--- src/include/oled_seq_pkg.sv ---
// constants shared by the display-side and host-side ends of the power/reset link
// assumes a 100 MHz clock on both ends; all waits are counted in cycles of it
package oled_seq_pkg;
  // ----------------------------------------
  // clock and timing
  // ----------------------------------------
  localparam int CLK_HZ = 100000000;
  localparam int CORE_SETTLE_US = 1000;
  localparam int RESET_PULSE_WIDTH_US = 100;
  localparam int RESET_TO_PANEL_POWER_WAIT_US = 100;
  localparam int DISPLAY_ON_DELAY_MS = 200;
  localparam int PANEL_TO_LOGIC_OFF_WAIT_MS = 100;
  localparam int CYC_PER_US = CLK_HZ / 1000000;
  localparam int CORE_SETTLE_CYC = CORE_SETTLE_US * CYC_PER_US;
  localparam int RESET_PULSE_WIDTH_CYC = RESET_PULSE_WIDTH_US * CYC_PER_US;
  localparam int RESET_TO_PANEL_POWER_WAIT_CYC = RESET_TO_PANEL_POWER_WAIT_US * CYC_PER_US;
  localparam int DISPLAY_ON_DELAY_CYC = DISPLAY_ON_DELAY_MS * 1000 * CYC_PER_US;
  localparam int PANEL_TO_LOGIC_OFF_WAIT_CYC = PANEL_TO_LOGIC_OFF_WAIT_MS * 1000 * CYC_PER_US;
  // ----------------------------------------
  // bus
  // ----------------------------------------
  localparam int DATA_W = 18;
  localparam logic [7:0] CMD_DISPLAY_ON = 8'hAF;
  localparam logic [7:0] CMD_DISPLAY_OFF = 8'hAE;
  // bus_style_sel_hi/lo: 2'b00 selects 6800 style, anything else 8080 style
  localparam logic [1:0] STYLE_6800 = 2'b00;
endpackage

--- src/include/oled_link_if.sv ---
// pin bundle between the panel host and the display module
// the bench resolves the shared data wires from the two enables
`timescale 1ns/1ns
interface oled_link_if;
  logic logic_supply;
  logic panel_supply;
  logic hw_reset_low;
  logic bus_style_sel_lo;
  logic bus_style_sel_hi;
  logic cs_n;
  logic dc;
  logic wr_sel;
  logic en_rd;
  logic [17:0] host_d;
  logic host_d_oe;
  logic [17:0] dev_d;
  logic dev_d_oe;
  logic [17:0] bus_d;
  modport host (
    output logic_supply, panel_supply, hw_reset_low, bus_style_sel_lo, bus_style_sel_hi,
    output cs_n, dc, wr_sel, en_rd, host_d, host_d_oe,
    input bus_d
  );
  modport device (
    input logic_supply, panel_supply, hw_reset_low, bus_style_sel_lo, bus_style_sel_hi,
    input cs_n, dc, wr_sel, en_rd, bus_d,
    output dev_d, dev_d_oe
  );
endinterface

--- src/design/oled_host_seq.sv ---
// host end: power-on/off sequencer and a single-transfer parallel bus master
// assumes a 100 MHz clock and pins wired to the display end through oled_link_if
`timescale 1ns/1ns
module oled_host_seq #(
  parameter int SETTLE_CYC = oled_seq_pkg::CORE_SETTLE_CYC,
  parameter int RST_CYC = oled_seq_pkg::RESET_PULSE_WIDTH_CYC,
  parameter int PANEL_WAIT_CYC = oled_seq_pkg::RESET_TO_PANEL_POWER_WAIT_CYC,
  parameter int OFF_WAIT_CYC = oled_seq_pkg::PANEL_TO_LOGIC_OFF_WAIT_CYC,
  parameter int STROBE_CYC = 16
) (
  input wire logic i_ref_clk,
  input wire logic i_resetn,
  input wire logic i_power_up,
  input wire logic i_power_down,
  input wire logic i_logic_supply_good,
  input wire logic [1:0] i_bus_style,
  input wire logic i_xfer_req,
  input wire logic i_xfer_read,
  input wire logic i_xfer_dc,
  input wire logic [17:0] i_xfer_data,
  output logic o_xfer_ack,
  output logic [17:0] o_xfer_rdata,
  output logic o_ready,
  output logic o_off,
  oled_link_if.host link
);
  // ----------------------------------------
  // state
  // ----------------------------------------
  typedef enum {
    OFF, SETTLE, RST_LOW, RST_HIGH, PANEL_ON, SEND_ON, READY, SEND_OFF, PANEL_OFF, LOGIC_OFF
  } seq_type;
  typedef enum {IDLE, STROBE, HOLD} bus_type;

  seq_type state, next_state;
  bus_type bstate, next_bstate;
  logic [31:0] cnt, next_cnt;
  logic [31:0] since_rst, next_since_rst;
  logic [7:0] scnt, next_scnt;
  logic good_s1, good_s2;
  logic [17:0] rd_s1, rd_s2;
  logic logic_on, next_logic_on, panel_on, next_panel_on, rst_low, next_rst_low;
  logic cmd_go, cmd_done;
  logic [7:0] cmd_code;
  logic b_read, next_b_read, b_dc, next_b_dc;
  logic [17:0] b_data, next_b_data, rdata, next_rdata;
  logic ack, next_ack, b_int, next_b_int;

  // the good flag comes from a supply monitor outside this clock domain
  always_ff @(posedge i_ref_clk) begin
    good_s1 <= i_logic_supply_good;
    good_s2 <= good_s1;
    rd_s1 <= link.bus_d;
    rd_s2 <= rd_s1;
  end

  // ----------------------------------------
  // power sequencer
  // ----------------------------------------
  always_comb begin
    next_state = state;
    next_cnt = cnt + 32'h1;
    next_since_rst = (since_rst == 32'hFFFFFFFF) ? since_rst : since_rst + 32'h1;
    next_logic_on = logic_on;
    next_panel_on = panel_on;
    next_rst_low = rst_low;
    cmd_go = 1'b0;
    cmd_code = oled_seq_pkg::CMD_DISPLAY_ON;
    unique case (state)
      OFF: begin
        next_cnt = 32'h0;
        if (i_power_up) begin
          next_logic_on = 1'b1;
          next_state = SETTLE;
        end
      end
      SETTLE: if (!good_s2) next_cnt = 32'h0;
        else if (cnt >= SETTLE_CYC) begin
          next_rst_low = 1'b1;
          next_since_rst = 32'h0;
          next_cnt = 32'h0;
          next_state = RST_LOW;
        end
      RST_LOW: if (cnt >= RST_CYC) begin
          next_rst_low = 1'b0;
          next_state = RST_HIGH;
        end
      RST_HIGH: if (since_rst >= PANEL_WAIT_CYC) begin
          next_panel_on = 1'b1;
          next_state = PANEL_ON;
        end
      PANEL_ON: next_state = SEND_ON;
      SEND_ON: begin
        cmd_go = 1'b1;
        if (cmd_done) next_state = READY;
      end
      READY: if (i_power_down) next_state = SEND_OFF;
      SEND_OFF: begin
        cmd_go = 1'b1;
        cmd_code = oled_seq_pkg::CMD_DISPLAY_OFF;
        if (cmd_done) begin
          next_panel_on = 1'b0;
          next_cnt = 32'h0;
          next_state = PANEL_OFF;
        end
      end
      PANEL_OFF: if (cnt >= OFF_WAIT_CYC) begin
          next_logic_on = 1'b0;
          next_state = LOGIC_OFF;
        end
      LOGIC_OFF: next_state = OFF;
    endcase
    // a logic supply drop after SETTLE turns off both supplies, releases reset and drops back to OFF to wait for i_power_up
    if (logic_on && state != SETTLE && state != OFF && !good_s2) begin
      next_state = OFF;
      next_logic_on = 1'b0;
      next_panel_on = 1'b0;
      next_rst_low = 1'b0;
    end
  end

  always_ff @(posedge i_ref_clk) begin
    if (!i_resetn) begin
      state <= OFF;
      cnt <= 32'h0;
      since_rst <= 32'h0;
      logic_on <= 1'b0;
      panel_on <= 1'b0;
      rst_low <= 1'b0;
    end else begin
      state <= next_state;
      cnt <= next_cnt;
      since_rst <= next_since_rst;
      logic_on <= next_logic_on;
      panel_on <= next_panel_on;
      rst_low <= next_rst_low;
    end
  end

  // ----------------------------------------
  // bus master: one transfer, strobe held STROBE_CYC+1 cycles
  // ----------------------------------------
  logic user_go;
  assign user_go = (state == READY) && i_xfer_req;

  always_comb begin
    next_bstate = bstate;
    next_scnt = scnt + 8'h1;
    next_b_read = b_read;
    next_b_dc = b_dc;
    next_b_data = b_data;
    next_rdata = rdata;
    next_ack = 1'b0;
    next_b_int = b_int;
    unique case (bstate)
      IDLE: begin
        next_scnt = 8'h0;
        if (cmd_go) begin
          next_b_int = 1'b1;
          next_b_read = 1'b0;
          next_b_dc = 1'b0;
          next_b_data = {10'h000, cmd_code};
          next_bstate = STROBE;
        end else if (user_go) begin
          next_b_int = 1'b0;
          next_b_read = i_xfer_read;
          next_b_dc = i_xfer_dc;
          next_b_data = i_xfer_data;
          next_bstate = STROBE;
        end
      end
      STROBE: if (scnt >= STROBE_CYC[7:0]) begin
          if (b_read) next_rdata = rd_s2;
          next_scnt = 8'h0;
          next_bstate = HOLD;
        end
      HOLD: if (scnt >= STROBE_CYC[7:0]) begin
          next_ack = !b_int;
          next_bstate = IDLE;
        end
    endcase
  end
  assign cmd_done = (bstate == HOLD) && (scnt >= STROBE_CYC[7:0]) && b_int;

  always_ff @(posedge i_ref_clk) begin
    if (!i_resetn) begin
      bstate <= IDLE;
      scnt <= 8'h0;
      b_read <= 1'b0;
      b_dc <= 1'b0;
      b_data <= 18'h00000;
      rdata <= 18'h00000;
      ack <= 1'b0;
      b_int <= 1'b0;
    end else begin
      bstate <= next_bstate;
      scnt <= next_scnt;
      b_read <= next_b_read;
      b_dc <= next_b_dc;
      b_data <= next_b_data;
      rdata <= next_rdata;
      ack <= next_ack;
      b_int <= next_b_int;
    end
  end

  // ----------------------------------------
  // pins
  // ----------------------------------------
  logic style6800, active;
  assign style6800 = (i_bus_style == oled_seq_pkg::STYLE_6800);
  assign active = (bstate == STROBE);
  assign link.logic_supply = logic_on;
  assign link.panel_supply = panel_on;
  assign link.hw_reset_low = !rst_low;
  assign link.bus_style_sel_lo = i_bus_style[0];
  assign link.bus_style_sel_hi = i_bus_style[1];
  assign link.cs_n = (bstate == IDLE);
  assign link.dc = b_dc;
  assign link.wr_sel = style6800 ? b_read : !(active && !b_read);
  assign link.en_rd = style6800 ? active : !(active && b_read);
  assign link.host_d = b_data;
  assign link.host_d_oe = (bstate != IDLE) && !b_read;
  assign o_xfer_ack = ack;
  assign o_xfer_rdata = rdata;
  assign o_ready = (state == READY);
  assign o_off = (state == OFF);
endmodule

--- src/flat_wrapper.sv ---
// flat-port wrapper written by rule: the top's interface ports become plain ports
module oled_host_seq_flat 
#(
  parameter int SETTLE_CYC = oled_seq_pkg::CORE_SETTLE_CYC,
  parameter int RST_CYC = oled_seq_pkg::RESET_PULSE_WIDTH_CYC,
  parameter int PANEL_WAIT_CYC = oled_seq_pkg::RESET_TO_PANEL_POWER_WAIT_CYC,
  parameter int OFF_WAIT_CYC = oled_seq_pkg::PANEL_TO_LOGIC_OFF_WAIT_CYC,
  parameter int STROBE_CYC = 16
)
  (i_ref_clk, i_resetn, i_power_up, i_power_down, i_logic_supply_good, i_bus_style, i_xfer_req, i_xfer_read, i_xfer_dc, i_xfer_data, o_xfer_ack, o_xfer_rdata, o_ready, o_off, link_logic_supply, link_panel_supply, link_hw_reset_low, link_bus_style_sel_lo, link_bus_style_sel_hi, link_cs_n, link_dc, link_wr_sel, link_en_rd, link_host_d, link_host_d_oe, link_bus_d);
  oled_link_if link_i ();
  input wire logic i_ref_clk;
  input wire logic i_resetn;
  input wire logic i_power_up;
  input wire logic i_power_down;
  input wire logic i_logic_supply_good;
  input wire logic [1:0] i_bus_style;
  input wire logic i_xfer_req;
  input wire logic i_xfer_read;
  input wire logic i_xfer_dc;
  input wire logic [17:0] i_xfer_data;
  output logic o_xfer_ack;
  output logic [17:0] o_xfer_rdata;
  output logic o_ready;
  output logic o_off;
  output wire logic [$bits(link_i.logic_supply)-1:0] link_logic_supply;
  output wire logic [$bits(link_i.panel_supply)-1:0] link_panel_supply;
  output wire logic [$bits(link_i.hw_reset_low)-1:0] link_hw_reset_low;
  output wire logic [$bits(link_i.bus_style_sel_lo)-1:0] link_bus_style_sel_lo;
  output wire logic [$bits(link_i.bus_style_sel_hi)-1:0] link_bus_style_sel_hi;
  output wire logic [$bits(link_i.cs_n)-1:0] link_cs_n;
  output wire logic [$bits(link_i.dc)-1:0] link_dc;
  output wire logic [$bits(link_i.wr_sel)-1:0] link_wr_sel;
  output wire logic [$bits(link_i.en_rd)-1:0] link_en_rd;
  output wire logic [$bits(link_i.host_d)-1:0] link_host_d;
  output wire logic [$bits(link_i.host_d_oe)-1:0] link_host_d_oe;
  input wire logic [$bits(link_i.bus_d)-1:0] link_bus_d;
  assign link_logic_supply = link_i.logic_supply;
  assign link_panel_supply = link_i.panel_supply;
  assign link_hw_reset_low = link_i.hw_reset_low;
  assign link_bus_style_sel_lo = link_i.bus_style_sel_lo;
  assign link_bus_style_sel_hi = link_i.bus_style_sel_hi;
  assign link_cs_n = link_i.cs_n;
  assign link_dc = link_i.dc;
  assign link_wr_sel = link_i.wr_sel;
  assign link_en_rd = link_i.en_rd;
  assign link_host_d = link_i.host_d;
  assign link_host_d_oe = link_i.host_d_oe;
  assign link_i.bus_d = link_bus_d;
  oled_host_seq #(.SETTLE_CYC(SETTLE_CYC), .RST_CYC(RST_CYC), .PANEL_WAIT_CYC(PANEL_WAIT_CYC), .OFF_WAIT_CYC(OFF_WAIT_CYC), .STROBE_CYC(STROBE_CYC)) u_core (.i_ref_clk(i_ref_clk), .i_resetn(i_resetn), .i_power_up(i_power_up), .i_power_down(i_power_down), .i_logic_supply_good(i_logic_supply_good), .i_bus_style(i_bus_style), .i_xfer_req(i_xfer_req), .i_xfer_read(i_xfer_read), .i_xfer_dc(i_xfer_dc), .i_xfer_data(i_xfer_data), .o_xfer_ack(o_xfer_ack), .o_xfer_rdata(o_xfer_rdata), .o_ready(o_ready), .o_off(o_off), .link(link_i));
endmodule
--- config.mk ---
export PLATFORM = sky130hd
export DESIGN_NAME = oled_host_seq_flat
export DESIGN_NICKNAME = d
export VERILOG_FILES = /design/src/include/oled_seq_pkg.sv /design/src/include/oled_link_if.sv /design/src/design/oled_host_seq.sv /design/src/flat_wrapper.sv
export SDC_FILE = /design/constraint.sdc
export NUM_CORES = 1
export LEC_CHECK = 0
export BUFFER_PORTS_ARGS = -buffer_cell sky130_fd_sc_hd__buf_2
export CAP_MARGIN = 20
export CORE_ASPECT_RATIO = 0.7
export CORE_UTILIZATION = 45
export DETAILED_ROUTE_END_ITERATION = 10
export GPL_TIMING_DRIVEN = 1
export PLACE_DENSITY = 0.65
export SETUP_SLACK_MARGIN = 0.4
export SLEW_MARGIN = 20
export SYNTH_ARGS = -nofsm -noshare
export SYNTH_HDL_FRONTEND = slang
export SYNTH_SLANG_ARGS = --single-unit
--- constraint.sdc ---
create_clock -name i_ref_clk -period 2.3 [get_ports i_ref_clk]
set_input_delay 0.115 -clock i_ref_clk [delete_from_list [all_inputs] [get_ports i_ref_clk]]
set_output_delay 0.115 -clock i_ref_clk [all_outputs]
set_load 0.02 [all_outputs]
==> summary.txt <==
Critical path
  • CP max stage cell: a311o_2
  • CP max FO: 8
  • R2R depth: 8
  • Worst EP arrival: 2.56 ns
  • Crit path capture type: flop
  • R2R Setup Slk: around 0.095 ns
  • Sequence of cells on the critical path: nor4_4 -> buf_4 -> nand4_1 -> a211oi_4 -> nor3_2 -> a311o_2 -> buf_12 -> a21oi_2
  • CP Class: flop to flop
  • R2R Path End: u_core.cnt[23]
  • Nature of the critical path startpoint: flop
  • Biggest cell delay along the critical path: roughly 0.50 ns
  • RR Startpoint: u_core.since_rst[30]
  • Worst EP required: approximately 2.7 ns

Synth
  • Synth Area per Inst: about 9 um2
  • Share of the synthesized area in the top cell type: 0.493
  • Area leader, netlist: dfxtp_1
  • Post-Synthesis Cells: ~720
  • Flop and latch count out of synthesis: about 160
  • Synth area leaders: dfxtp_1 (49%), xor2_1 (5.2%), nand2_1 (5.1%), nor2_1 (4.9%), nand3_1 (4.1%)
  • Yosys cell types: 52
  • Sequential area share after synthesis: 0.493
  • Synth Cell Area: ~6500 um2
  • Synth Warn #: 0
  • Syn nets: just under 800

Routing
  • Metal1 wirelength: slightly below 8000 um
  • Pre-antenna DRT Iters: 4
  • Starting DRT DRC Count: about 380
  • Wire length per cell: about 16 um
  • Via Count: between 5000 and 6000
  • Routed length on met2: 7840 um
  • DR top layer: met4
  • Routed WL: roughly 17000 um
  • Met3 wire len: about 1100 um
  • Via-to-Cell Ratio: 5.23
  • Antenna viol nets, final: 0
  • DR DRC count: 0

STA
  • RSZ-0062 raised after global routing: true
  • Final hold vios: 0
  • Slew margin rel.: 0.591
  • Slack of the critical path: 0.0947 ns
  • Clk_skew: 0.00771 ns
  • Final period utilization: 0.959
  • Peak Freq: 0.453 GHz
  • Final-report setup violation count: 0
  • Pins Over Slew Limit: 0
  • Worst slew pin tran: just over 0.6 ns
  • Min cycle time layout: roughly 2.2 ns

GRT
  • GRT Util Overall: 0.225
  • GRT overflow: 0
  • Largest net degree at the start of global routing: 36
  • Initial antenna violation count: 0
  • Vias in the first global route: around 5500
  • First-pass GRT wire length: approximately 26000 um

Power and ir drop
  • Sequential power share: 0.469
  • VDD IR max: 0.000559 V
  • Leakage power: roughly 3.2 nW
  • Net switching power: about 0.0015 W
  • Clock Power Share: 0.466
  • Internal power: approximately 0.0045 W
  • Overall power: 0.00605 W
  • PD cells: 701 nW/um2
  • Gate power share: 0.065
  • Sw frac: 0.251

Layout
  • Area Overhead vs Synth: 33.8%
  • Filler Cells Inserted: 1166
  • Design Area, Final: approximately 8600 um2
  • Fraction of layout cells with a size suffix above 1: 0.280
  • Inserted Diodes: 0
  • Fin nets: between 900 and 1000

Clocking
  • Clock Root Buffer: clkbuf_16
  • Reg clk slew, reported paths: around 0.070 ns
  • CTS Sinks: ~160
  • CTS HTree Levels: 4
  • CTS tree: done
  • Clk Latency, worst-skew pair: around 0.43 ns
  • Max clock buf depth: 2
  • Inserted Clock Buffers: 17

Worst hold path
  • HP Class: primary input to flop
  • Worst Hold Depth: 2
  • Hold Crit Start: i_resetn
  • Hold EP: u_core.scnt[1]

Die
  • Initial Util: 0.462
  • Std cell rows: 36
  • DIE HEIGHT: a little over 100 um
  • Full die area: roughly 15000 um2
  • Number of I/O pins: 95
  • DIE WIDTH: between 100 and 150 um
  • Core Region: 14000 um2

Placed design
  • Gp weighted congestion: approximately 0.84
  • Pre-CTS setup slack: 0.0767 ns
  • I/O Buffers: 94
  • Post-placement cell area: just over 7000 um2
  • Dpl hpwl: a little over 10000 um

Run status
  • Run status: completed

Flow run
  • Maxcap violations: 0
==> layout by cell type (no fill, tap or decap), types with 14 or more instances in the layout <==
cell type	n
inv_1	14
nor3_1	32
a21oi_1	42
buf_4	32
nor2_1	73
dlygate4sd3_1	39
nand3_1	47
buf_2	95
nand2_1	87
dfxtp_1	146
nor2_4	24
nand4_1	24
clkbuf_16	19
xor2_1	38
xnor2_1	21
==> state kept, by name, indices dropped and copies added, names as in the netlist, 2 cells and up <==
register and cells:
u_core.cnt 32, u_core.since_rst 32, u_core.link.host_d 18, u_core.o_xfer_rdata 18, u_core.rd_s1 18, u_core.rd_s2 18, u_core.scnt 8, u_core.state 4
u_core.bstate 2
==> synthesized netlist by cell type, drive strengths merged <==
library cell and instances:
dfxtp 159, nor2 104, nand2 87, nand3 53, a21oi 45, xor2 38, nor3 35, nand4 25
clkbuf 24, xnor2 21, nor4 15, inv 14, o21ai 14, ha 9, or3 9, and3 8
and4 6, buf 6, a211oi 5, a31oi 5, mux2i 5, nand3b 4, and3b 2, nand2b 2
o211ai 2, o31ai 2, a2111oi 1, a21boi 1, a21o 1, a22o 1, a311o 1, a41oi 1
and2 1, clkinv 1, mux2 1, nor2b 1, nor3b 1, o2111ai 1, o211a 1, o21a 1
o21bai 1, or2 1, or4 1
==> worst max path at each step <==
stage / end / depth (start not counted) / slack, ns / from
floorplan: u_core.cnt[15] / 7 / 0.31 / u_core.cnt[5]
global placement: u_core.cnt[23] / 8 / 0.1 / u_core.since_rst[23]
detailed placement: u_core.cnt[23] / 8 / 0.08 / u_core.since_rst[23]
CTS: u_core.cnt[23] / 8 / 0.21 / u_core.since_rst[23]
global route: u_core.cnt[23] / 8 / -0.0008 / u_core.since_rst[30]
finish: u_core.cnt[23] / 8 / 0.09 / u_core.since_rst[30]
==> what timing repair did <==
action,CTS,global route
pin swaps,7,18
endpoints found under the hold margin,39,0
buffers inserted,7,6
resized for setup,17,49
hold buffers,39,0
cloned,0,5
setup endpoints to repair,60,94
==> cell families (layout without fill, tap and decap cells) <==
family | after synthesis | after routing | share of synthesized area
buffers and inverters | 45 | 221 | 0.0310
DFF | 159 | 159 | 0.493
muxes | 6 | 6 | 0.00950
adders and majority gates | 9 | 9 | 0.0174
xor gates and xnor gates | 59 | 59 | 0.0801
and+or+nand+nor | 355 | 355 | 0.291
AOI/OAI and AO/OA | 83 | 83 | 0.0781
==> layout make-up <==
cell class,count,area (um2),area share
Timing Repair Buffer,174,1240,0.144
Tap cell,190,238,0.0275
Clock buffer,17,425,0.0493
Inverter,15,56.3,0.00652
Multi-Input combinational cell,512,3300,0.382
Clock inverter,15,168,0.0194
Sequential cell,159,3200,0.371
==> power by group through the flow <==
stage / Sequential (W) / Combinational, W / Clock [W]
2_1_floorplan: 0.00290 / 0.000203 / 0
3_3_place_gp: 0.00290 / 0.000299 / 0
3_5_place_dp: 0.00290 / 0.000308 / 0
4_1_cts: 0.00284 / 0.000370 / 0.00287
5_1_grt: 0.00285 / 0.000432 / 0.00301
6_report: 0.00284 / 0.000396 / 0.00282
==> routing by layer <==
layer / track usage / vias up
met5: 0 / -
met4: 0.0737 / 0
met1: 0.287 / 2654
met3: 0.0786 / 21
li1: - / 2799
met2: 0.357 / 180
==> through the flow <==
step | instances | hold slack [ns] | utilization | setup TNS [ns]
6_report | 1082 | 0.0386 | 0.618 | 0
5_1_grt | 1082 | 0.0345 | 0.618 | -0.000757
4_1_cts | 1071 | 0.0254 | 0.599 | 0
3_5_place_dp | 993 | 0.219 | 0.519 | 0
3_3_place_gp | 993 | 0.217 | 0.519 | 0
2_1_floorplan | 716 | 0.143 | - | 0
==> worst max-delay path: cells and delay by family, from the launching register on <==
family,cells,cell delay (ns)
AOI/OAI and AO/OA,3,0.94
and+or+nand+nor,3,0.50
buffers and inverters,2,0.35
DFF,1,0.34
No activity file was read; power rests on OpenSTA's default activity.
